File: src/hw/spc_cfg.svh
// constants for the serial port control field block
`ifndef SPC_CFG_SVH
`define SPC_CFG_SVH
`define SPC_ADDR_CTRL 12'h000
`define SPC_ADDR_STAT 12'h004
`define SPC_ADDR_MASK 12'h008
`define SPC_ADDR_ERR 12'h00c
`define SPC_BIT_CRC_DIS 11
`define SPC_BIT_MCS_FWD 12
`define SPC_BIT_ENUM 14
`define SPC_BIT_STOP 28
`define SPC_BIT_DROP 29
`define SPC_BIT_ISO 30
`define SPC_BIT_KIND 31
`define SPC_CTRL_WMASK 32'h7000_5800
`define SPC_KIND_VAL 32'h8000_0000
`define SPC_ENUM_PORT 4'h2
`define SPC_EV_W 4
`define SPC_EV_IN_ERR 0
`define SPC_EV_DROPPED 1
`define SPC_EV_CORRUPT 2
`define SPC_EV_LOCK_RX 3
`endif

File: src/hw/spc_pkg.sv
// types for the serial port control field block
package spc_pkg;
  typedef logic [3:0] spc_port_t;
  typedef enum logic [1:0] {
    SPC_OUT_RUN = 2'b00,
    SPC_OUT_STOP = 2'b01,
    SPC_OUT_FLUSH = 2'b11
  } spc_out_e;
endpackage

File: src/hw/spc_port_ctrl.sv
// serial port control upper fields with apb slave and datapath gating
//
// The register offsets and the APB slave port are this design's own decisions.
`include "spc_cfg.svh"
// ----------------------------------------------------------------
// ----------------------------------------------------------------
module spc_port_ctrl (
  input wire logic pclk,
  input wire logic presetn,
  input wire spc_pkg::spc_port_t port_num,
  input wire logic psel,
  input wire logic penable,
  input wire logic pwrite,
  input wire logic [11:0] paddr,
  input wire logic [31:0] pwdata,
  output logic [31:0] prdata,
  output logic pready,
  output logic pslverr,
  input wire logic maint_wr_corrupt,
  input wire logic rx_pkt_valid,
  input wire logic rx_pkt_crc_bad,
  input wire logic rx_pkt_maint,
  input wire logic rx_link_req,
  input wire logic mcs_in,
  input wire logic fab_pkt_valid,
  input wire logic tx_nack,
  input wire logic out_enable,
  input wire logic in_enable,
  input wire logic fail_thresh_async,
  input wire logic out_fail_encountered,
  output logic rx_accept,
  output logic rx_reject,
  output logic link_resp,
  output logic crc_check_on,
  output logic retransmit_en,
  output logic mcs_out,
  output logic tx_issue_en,
  output logic fab_drop,
  output logic tx_discard,
  output logic tx_flush,
  output logic rx_flush,
  output logic inbound_error,
  output logic inbound_error_stopped,
  output logic out_pkt_dropped,
  output logic irq
);
  import spc_pkg::*;

  // ----------------------------------------------------------------
  // state
  // ----------------------------------------------------------------
  typedef struct packed {
    logic crc_dis;
    logic mcs_fwd;
    logic enum_b;
    logic stop_fail;
    logic drop_fail;
    logic isolate;
    logic enum_loaded;
    logic iso_prev;
    logic ofe_prev;
    spc_out_e out_st;
    logic [`SPC_EV_W-1:0] stat;
    logic [`SPC_EV_W-1:0] mask;
    logic [31:0] prdata;
    logic pready;
    logic pslverr;
    logic rx_accept;
    logic rx_reject;
    logic link_resp;
    logic crc_check_on;
    logic retransmit_en;
    logic mcs_out;
    logic tx_issue_en;
    logic fab_drop;
    logic tx_discard;
    logic tx_flush;
    logic rx_flush;
    logic inbound_error;
    logic inbound_error_stopped;
    logic out_pkt_dropped;
    logic irq;
  } spc_state_s;

  spc_state_s r;
  spc_state_s next_r;
  logic fail_thresh;

  // threshold comes from the error-rate counter in another domain
  spc_sync u_sync (
    .pclk(pclk),
    .presetn(presetn),
    .d(fail_thresh_async),
    .q(fail_thresh)
  );

  function automatic logic [31:0] ctrl_word(input spc_state_s s);
    logic [31:0] w;
    w = `SPC_KIND_VAL;
    w[`SPC_BIT_CRC_DIS] = s.crc_dis;
    w[`SPC_BIT_MCS_FWD] = s.mcs_fwd;
    w[`SPC_BIT_ENUM] = s.enum_b;
    w[`SPC_BIT_STOP] = s.stop_fail;
    w[`SPC_BIT_DROP] = s.drop_fail;
    w[`SPC_BIT_ISO] = s.isolate;
    return w;
  endfunction

  // used only for the slave error decode; the read mux decodes its own cases
  function automatic logic addr_known(input logic [11:0] a);
    return a == `SPC_ADDR_CTRL || a == `SPC_ADDR_STAT || a == `SPC_ADDR_MASK;
  endfunction

  function automatic logic lock_entry(input spc_state_s s);
    return s.isolate && !s.iso_prev;
  endfunction

  function automatic logic fail_seen(input logic ofe, input logic thr);
    return ofe || thr;
  endfunction

  // ----------------------------------------------------------------
  // next state
  // ----------------------------------------------------------------
  always_comb begin
    logic setup;
    logic access;
    logic wr;
    logic rd;
    logic [31:0] wd;
    logic [`SPC_EV_W-1:0] ev;
    logic rx_ok;
    logic bad_crc;
    logic dropped;
    setup = 1'b0;
    access = 1'b0;
    wr = 1'b0;
    rd = 1'b0;
    wd = 32'h0;
    ev = '0;
    rx_ok = 1'b0;
    bad_crc = 1'b0;
    dropped = 1'b0;
    next_r = r;
    // a registered ready costs one cycle but keeps the answer on a flop
    // one wait state: answer on the second access cycle
    setup = psel && !penable;
    access = psel && penable && !r.pready;
    next_r.pready = access;
    next_r.pslverr = 1'b0;
    if (!access) begin
      next_r.prdata = 32'h0;
    end
    // strap caught after reset release, then software owns it
    // port_num is a static strap, so one sample is enough
    if (!r.enum_loaded) begin
      next_r.enum_b = (port_num == `SPC_ENUM_PORT);
      next_r.enum_loaded = 1'b1;
    end
    wr = access && pwrite;
    rd = access && !pwrite;
    if (wr && paddr == `SPC_ADDR_CTRL && !maint_wr_corrupt) begin
      wd = pwdata & `SPC_CTRL_WMASK;
      next_r.crc_dis = wd[`SPC_BIT_CRC_DIS];
      next_r.mcs_fwd = wd[`SPC_BIT_MCS_FWD];
      next_r.enum_b = wd[`SPC_BIT_ENUM];
      next_r.stop_fail = wd[`SPC_BIT_STOP];
      next_r.drop_fail = wd[`SPC_BIT_DROP];
      next_r.isolate = wd[`SPC_BIT_ISO];
      next_r.enum_loaded = 1'b1;
    end
    if (wr && paddr == `SPC_ADDR_MASK) begin
      next_r.mask = pwdata[`SPC_EV_W-1:0];
    end
    if (rd) begin
      case (paddr)
        `SPC_ADDR_CTRL: next_r.prdata = ctrl_word(r);
        `SPC_ADDR_STAT: next_r.prdata = {28'h0, r.stat};
        `SPC_ADDR_MASK: next_r.prdata = {28'h0, r.mask};
        default: next_r.prdata = 32'h0;
      endcase
    end
    if (access && !addr_known(paddr)) begin
      next_r.pslverr = 1'b1;
    end
    // receive path
    bad_crc = rx_pkt_valid && rx_pkt_crc_bad && !r.crc_dis;
    rx_ok = rx_pkt_valid && !r.isolate && in_enable && !bad_crc;
    if (rx_pkt_maint && bad_crc) begin
      rx_ok = 1'b0;
    end
    next_r.rx_accept = rx_ok;
    next_r.rx_reject = rx_pkt_valid && !rx_ok;
    next_r.link_resp = rx_link_req;
    next_r.inbound_error = rx_pkt_valid && r.isolate;
    next_r.inbound_error_stopped = rx_pkt_valid && r.isolate;
    next_r.crc_check_on = !r.crc_dis;
    next_r.retransmit_en = !r.crc_dis;
    next_r.mcs_out = mcs_in && r.mcs_fwd;
    // transmit path; ackid state lives elsewhere and is never touched here
    next_r.fab_drop = fab_pkt_valid && r.isolate;
    next_r.iso_prev = r.isolate;
    next_r.rx_flush = lock_entry(r);
    next_r.ofe_prev = out_fail_encountered;
    next_r.tx_flush = lock_entry(r);
    next_r.tx_discard = 1'b0;
    next_r.tx_issue_en = out_enable && !r.isolate;
    case (r.out_st)
      SPC_OUT_RUN: begin
        if (r.stop_fail && r.drop_fail && out_fail_encountered && !r.ofe_prev) begin
          next_r.out_st = SPC_OUT_FLUSH;
        end else if (r.stop_fail && !r.drop_fail &&
            fail_seen(out_fail_encountered, fail_thresh)) begin
          next_r.out_st = SPC_OUT_STOP;
        end
      end
      SPC_OUT_STOP: begin
        next_r.tx_issue_en = 1'b0;
        if (!r.stop_fail || r.drop_fail || !fail_seen(out_fail_encountered, fail_thresh)) begin
          next_r.out_st = SPC_OUT_RUN;
        end
      end
      SPC_OUT_FLUSH: begin
        // one-shot flush of stored packets, new arrivals still go out
        next_r.tx_flush = 1'b1;
        next_r.tx_discard = 1'b1;
        dropped = 1'b1;
        next_r.out_st = SPC_OUT_RUN;
      end
      default: next_r.out_st = SPC_OUT_RUN;
    endcase
    if (r.out_st == SPC_OUT_STOP) begin
      next_r.tx_issue_en = 1'b0;
    end
    if (r.drop_fail && !r.stop_fail && fail_thresh && tx_nack) begin
      next_r.tx_discard = 1'b1;
      dropped = 1'b1;
    end
    next_r.out_pkt_dropped = dropped;
    // status events: set wins over read clear
    ev[`SPC_EV_IN_ERR] = rx_pkt_valid && r.isolate;
    ev[`SPC_EV_DROPPED] = dropped;
    ev[`SPC_EV_CORRUPT] = wr && maint_wr_corrupt;
    ev[`SPC_EV_LOCK_RX] = lock_entry(r);
    if (rd && paddr == `SPC_ADDR_STAT) begin
      next_r.stat = ev;
    end else begin
      next_r.stat = r.stat | ev;
    end
    // next status feeds irq so the line rises together with the bit
    next_r.irq = |(next_r.stat & r.mask);
    if (setup) begin
      next_r.pslverr = 1'b0;
    end
  end

  // ----------------------------------------------------------------
  // registers
  // ----------------------------------------------------------------
  always_ff @(posedge pclk or negedge presetn) begin
    if (!presetn) begin
      r <= '0;
    end else begin
      r <= next_r;
    end
  end

  assign prdata = r.prdata;
  assign pready = r.pready;
  assign pslverr = r.pslverr;
  assign rx_accept = r.rx_accept;
  assign rx_reject = r.rx_reject;
  assign link_resp = r.link_resp;
  assign crc_check_on = r.crc_check_on;
  assign retransmit_en = r.retransmit_en;
  assign mcs_out = r.mcs_out;
  assign tx_issue_en = r.tx_issue_en;
  assign fab_drop = r.fab_drop;
  assign tx_discard = r.tx_discard;
  assign tx_flush = r.tx_flush;
  assign rx_flush = r.rx_flush;
  assign inbound_error = r.inbound_error;
  assign inbound_error_stopped = r.inbound_error_stopped;
  assign out_pkt_dropped = r.out_pkt_dropped;
  assign irq = r.irq;
endmodule

File: src/hw/spc_sync.sv
// three-stage synchroniser for a level from outside the clock domain
module spc_sync (
  input wire logic pclk,
  input wire logic presetn,
  input wire logic d,
  output logic q
);
  logic [2:0] sh;
  always_ff @(posedge pclk or negedge presetn) begin
    if (!presetn) begin
      sh <= 3'h0;
      q <= 1'b0;
    end else begin
      sh <= {sh[1:0], d};
      // change counts once the second and third stages agree
      if (sh[1] == sh[2]) begin
        q <= sh[2];
      end
    end
  end
endmodule

File: config.mk
export PLATFORM = sky130hd
export DESIGN_NAME = spc_port_ctrl
export DESIGN_NICKNAME = d
export VERILOG_FILES = /design/src/hw/spc_pkg.sv /design/src/hw/spc_port_ctrl.sv /design/src/hw/spc_sync.sv
export VERILOG_INCLUDE_DIRS = /design/src /design/src/hw
export SDC_FILE = /design/constraint.sdc
export NUM_CORES = 1
export LEC_CHECK = 0
export ABC_AREA = 0
export ABC_CLOCK_PERIOD_IN_PS = 2200
export BUFFER_PORTS_ARGS = -buffer_cell sky130_fd_sc_hd__buf_2
export CORE_ASPECT_RATIO = 0.5
export CORE_MARGIN = 1.5
export CORE_UTILIZATION = 47
export CTS_CLUSTER_SIZE = 24
export DETAILED_ROUTE_END_ITERATION = 10
export HOLD_SLACK_MARGIN = 0.15
export PLACE_DENSITY = 0.9
export SLEW_MARGIN = 20
export SYNTH_ARGS = -nofsm -noshare
export SYNTH_HDL_FRONTEND = slang
export SYNTH_HIERARCHICAL = 1
export SYNTH_SLANG_ARGS = --single-unit
File: constraint.sdc
create_clock -name pclk -period 2.2 [get_ports pclk]
set_input_delay 0.33 -clock pclk [delete_from_list [all_inputs] [get_ports pclk]]
set_output_delay 0.33 -clock pclk [all_outputs]
set_load 0.03 [all_outputs]
==> Word-level counts from Yosys, hierarchy flattened <==
Cells that the tools add are included.
{ "totals": {"ff_bits": 70} }
{ "op_classes": {"n_reduce_logical": 54, "bitwise": 2, "mux": 18, "n_eq_ne": 10} }
{ "op_table": {"columns": ["op", "n"], "rows": [
  ["32-bit case mux with 3 select lines", 1],
  ["32-bit 2-to-1 mux", 2],
  ["1-bit logical AND", 31],
  ["1-bit zero test", 14],
  ["12-bit by 3-bit == test with 1-bit output (second input constant)", 1],
  ["12-bit by 4-bit == test with 1-bit output (second input constant)", 1],
  ["12-bit zero test", 1],
  ["1-bit 2-to-1 mux", 8],
  ["2-bit 2-to-1 mux", 4],
  ["1-bit logical OR", 5],
  ["5-bit 2-to-1 mux", 1],
  ["4-bit AND", 1],
  ["4-bit by 2-bit == test with 1-bit output (second input constant)", 1],
  ["4-bit 2-to-1 mux", 1],
  ["2-bit by 1-bit inequality test with 1-bit output (second input constant)", 2],
  ["4-bit bitwise OR", 1],
  ["2-bit case mux with 2 select lines", 1],
  ["4-bit OR reduction", 1],
  ["3-bit inequality test (second input constant)", 1],
  ["2-bit by 1-bit == test with 1-bit output (second input constant)", 1],
  ["2-bit == test (second input constant)", 1],
  ["2-bit zero test", 1],
  ["2-bit inequality test (second input constant)", 1],
  ["2-bit AND reduction", 1],
  ["1-bit == test", 1]
]} }

==> Logic depth before layout (Yosys ltp) <==
{ "depth": {"word_depth": 9, "mapped_depth": 5} }

==> Cells and area by module <==
The synthesis kept the hierarchy.
{ "by_module_without_submodules": {"columns": ["mod", "area_per_inst_um2", "seq_area_each_um2", "instances", "cells_each"], "rows": [
  ["spc_port_ctrl", 2008.2, 1101.1, 1, 168],
  ["spc_sync", 111.4, 100.1, 1, 5]
]} }

==> Least setup slack after synthesis <==
No wires, ideal clock.
{ "synth_timing": {"path_type": "input port to flip-flop", "start": "in paddr[11]", "end": "reg r[49] (netlist bit)", "required_ns": 2.075, "arrival_ns": 1.632, "path_slack_ns": 0.443, "n_path_buf": 0, "path_stages": 4, "setup_ns": 0.125, "path_cell_list": "or4_1 nor2_1 and4_1 mux2_2"} }
{ "synth_via": {"elab_chain_cells": 2} }
{ "synth_rtl": {"columns": ["element", "line_no", "text"], "rows": [
  ["from (decl)", "spc_port_ctrl.sv:14", "input wire logic [11:0] paddr,"],
  ["12-bit by 4-bit == test with 1-bit output", null, null],
  ["1-bit logical AND (no source line)", null, null],
  ["to (signal assigned)", "spc_port_ctrl.sv:264", "r <= next_r;"],
  ["to (decl)", "spc_port_ctrl.sv:85", "spc_state_s r;"]
]} }
No other way between the ends.
A chain may end at the register's enable or synchronous reset.

==> Worst setup path in the final report <==
{ "layout_timing": {"start": "reg r (netlist bit pready)", "end": "reg r[65] (netlist bit)"} }
{ "layout_via": {"elab_chain_cells": 6, "elab_cells_between_ends": 7, "cone_classes": "eq/ne (1); mux (1); reduce/logical (5)"} }
{ "layout_rtl": {"columns": ["element", "line_no", "text"], "rows": [
  ["1-bit zero test (*)", "spc_port_ctrl.sv:148", "access = psel && penable && !r.pready;"],
  ["1-bit logical AND (*)", "spc_port_ctrl.sv:148", null],
  ["1-bit logical AND (*)", "spc_port_ctrl.sv:160", "wr = access && pwrite;"],
  ["1-bit logical AND (no source line) (*)", null, null],
  ["1-bit logical AND (*)", "spc_port_ctrl.sv:162", "if (wr && paddr == `SPC_ADDR_CTRL && !maint_wr_corrupt) begin"],
  ["2-bit by 1-bit inequality test with 1-bit output (no source line) or 5-bit 2-to-1 mux (tied branches)", null, null]
]} }
Mark *: on every way between the ends. The rest lies on a longest branch, timed or not.

==> reports/metrics.csv <==
stage,metric,value,unit
clock_tree,clk_transition_reported_paths,80,ps
floorplan,start_util,0.486,
setup_path,worstPathRequired,2380,ps
clock_tree,cts_tree,done,
layout,n_antenna_cell,0,
routing,first_iter_violations,81,
clock_tree,clk_path_buf_depth,2,
floorplan,row_count,17,
layout,final_cell_mix,"buf_2 (69), dfrtp_1 (48), conb_1 (22)",
setup_path,cp.arrival,1950,ps
routing,finalWirelength,4130,um
grt,grt_pass1_wl,6620,um
sta,setup_viol,0,
yosys,synth_top_family_by_area,simple AND/OR/NAND/NOR gates,
floorplan,die-area,4950,sq um
setup_path,critPathMaxFanout,8,
setup_path,cp-end-kind,flop,
yosys,synthMuxAreaShare,0.0531,
power,clkPwrFrac,0.448,
yosys,synth-simple-area-share,0.135,
grt,grt_max_degree,35,
layout,fin_area,2540,sq um
layout,drive_gt1_frac,0.408,
place,place_hpwl,3090,um
setup_path,critical_path_class,flop to flop,
yosys,synth.area.top_cells,"dfrtp_1 (57%), buf_4 (13%), mux2_2 (5.3%), a22o_1 (2.9%), o21ai_0 (1.9%)",
power,fin_total_pwr,1.92,mW
power,seqPwrFrac,0.470,
clock_tree,cts_buffers,5,
grt,grt_pass1_vias,1455,
grt,grtUsageTotal,0.175,
floorplan,dieHeight,50.5,um
flow_run,drv_cap,0,
grt,busiest_layer,met2,
power,switchingPower,0.411,mW
hold_path,hp-class,primary input to flop,
layout,final_common_cell,buf_2,
yosys,synth_area,2120,sq um
sta,rsz0062_at_grt,false,
floorplan,die_w,98.0,um
sta,setup_tns,0,ps
run_status,outcome,"finished, final reports clean",
layout,largest_register_ffs,18,
layout,utilization,0.583,
power,p_sw_frac,0.214,
yosys,synth-xor-area-share,0,
sta,finalHoldViolCount,0,
setup_path,reg2reg_depth,4,
routing,drc,0,
yosys,syn_inst,173,
routing,vias,1479,
grt,use_met1,0.202,
sta,layout_min_cycle_time,1770,ps
power,p_leak,1.35,nW
routing,drtAntennaViolNets,0,
routing,dr.pass1.iters,4,
clock_tree,clockRootBuffer,clkbuf_8,
sta,fin_skew,6.08,ps
routing,vias_per_cell,5.01,
grt,gr-total-overflow,0,
yosys,synth_compound_area_frac,0.102,
grt,grt_util_met3,0.0529,
yosys,ys.warnings.count,6,
sta,fmax,565,MHz
sta,slew_violations,0,
yosys,synth_cell_types,36,
yosys,yosysTopAreaCell,dfrtp_1,
sta,slew_headroom,0.509,
hold_path,hold_depth,1,
clock_tree,htreeDepth,2,
yosys,ys_seq_area_frac,0.567,
layout,largest_register,r,
sta,timing.final.crit_share,0.805,
power,power_density,757,nW/um^2
yosys,ys.flop_type,dfrtp_1,
yosys,ys_seq_elements,48,
sta,tightest_slew,737,ps
grt,antenna_found_initial,0,
layout,syn2layout_area_growth,19.9,%
clock_tree,worst_skew_pair.late_latency,290,ps
floorplan,core_area,4360,sq um
power,p_comb_frac,0.083,
place,routabilityCongestion,0.762,
grt,use_met2,0.305,
layout,final_nets,302,
routing,wl_per_cell,14.0,um
yosys,synth_top_area_share,0.567,
power,internal-power,1.51,mW
yosys,synth_edf_count,0,
clock_tree,clock-sinks,48,
setup_path,worstSetupStartpointType,flop,
yosys,avgSynthCellArea,12.3,sq um
place,io_buffers,69,
yosys,synth_adder_area_share,0.00531,
floorplan,io_pins,114,
place,placed_cell_area,2350,sq um
yosys,ys_async_sr_fraction,1.00,
layout,fill_cells,355,
power,irDropWorstVdd,0.000589,V
-- cells by family after synthesis --
group                      after synthesis
adders and majority gates                1
and+or+nand+nor                         43
AOI/OAI and AO/OA                       29
DFF                                     48
other                                    2
muxes                                   10
buffers and inverters                   40
-- timing repair --
| item | CTS | global route |
|---|---|---|
| resized for setup | 0 | 0 |
| setup endpoints to repair | 0 | 0 |
| hold endpoints to repair | 35 | 0 |
| hold buffers | 3 | 0 |
| buffers inserted | 0 | 0 |
-- per-layer routing --
metal | routed length [um] | up-vias
li1 | - | 676
met1 | 1670 | 730
met2 | 2140 | 65
met3 | 242 | 8
met4 | 77 | 0
met5 | 0 | -
-- cell usage after synthesis, drive strengths merged, types with 2 or more instances --
master  number
a21o         4
a22o         7
a22oi        4
and2         3
buf         36
conb         2
dfrtp       48
inv          3
mux2        10
nand2        9
nand2b       2
nand3        2
nor2         5
nor2b        6
nor3         4
nor3b        2
o21ai        8
or4          2
-- final cells by class --
class | count | area (sq um) | share of cell area
well taps | 57 | 71.3 | 0.0281
clock buffers | 5 | 68.8 | 0.0271
repair buffers | 74 | 390 | 0.154
multi-input cells | 105 | 708 | 0.279
inverters | 3 | 11.3 | 0.00443
clock inverters | 3 | 90.1 | 0.0355
flip-flops and latches | 48 | 1200 | 0.473
-- per-stage QoR --
stage               hold WS, ps  instances  setup WS [ps]
floorplan                  34.4        193            443
global placement            334        284            297
detailed placement          338        284            218
CTS                         175        295            435
global route                167        295            329
finish                      180        295            429
-- power groups by stage --
stage | Sequential, mW | Combinational (mW) | Clock [mW]
final | 0.903 | 0.159 | 0.861
after global placement | 0.920 | 0.149 | 0
after floorplan | 0.932 | 0.0975 | 0
after global routing | 0.905 | 0.173 | 0.905
after CTS | 0.903 | 0.159 | 0.872
after detailed placement | 0.921 | 0.155 | 0
-- final timing paths --
path                                        start                      to  slack [ps]
setup / recovery                 pready$_DFF_PN0_       r[65]$_DFFE_PN0P_         430
setup reg to reg                 pready$_DFF_PN0_       r[65]$_DFFE_PN0P_         430
hold / removal               out_fail_encountered         r[59]$_DFF_PN0_         180
max in group asynchronous                 presetn  prdata[11]$_DFFE_PN0P_         870
min in group asynchronous                 presetn     rx_accept$_DFF_PN0_         630
hold reg to reg            u_sync/sh[0]$_DFF_PN0_  u_sync/sh[1]$_DFF_PN0_         360
-- critical path, cell delays in order (launching register included) --
cell	delay, ps
dfrtp_1	400
and4b_1	450
nor3b_1	270
nand3_2	220
mux2_2	330
Note: power is estimated with default switching activity, not from simulation.
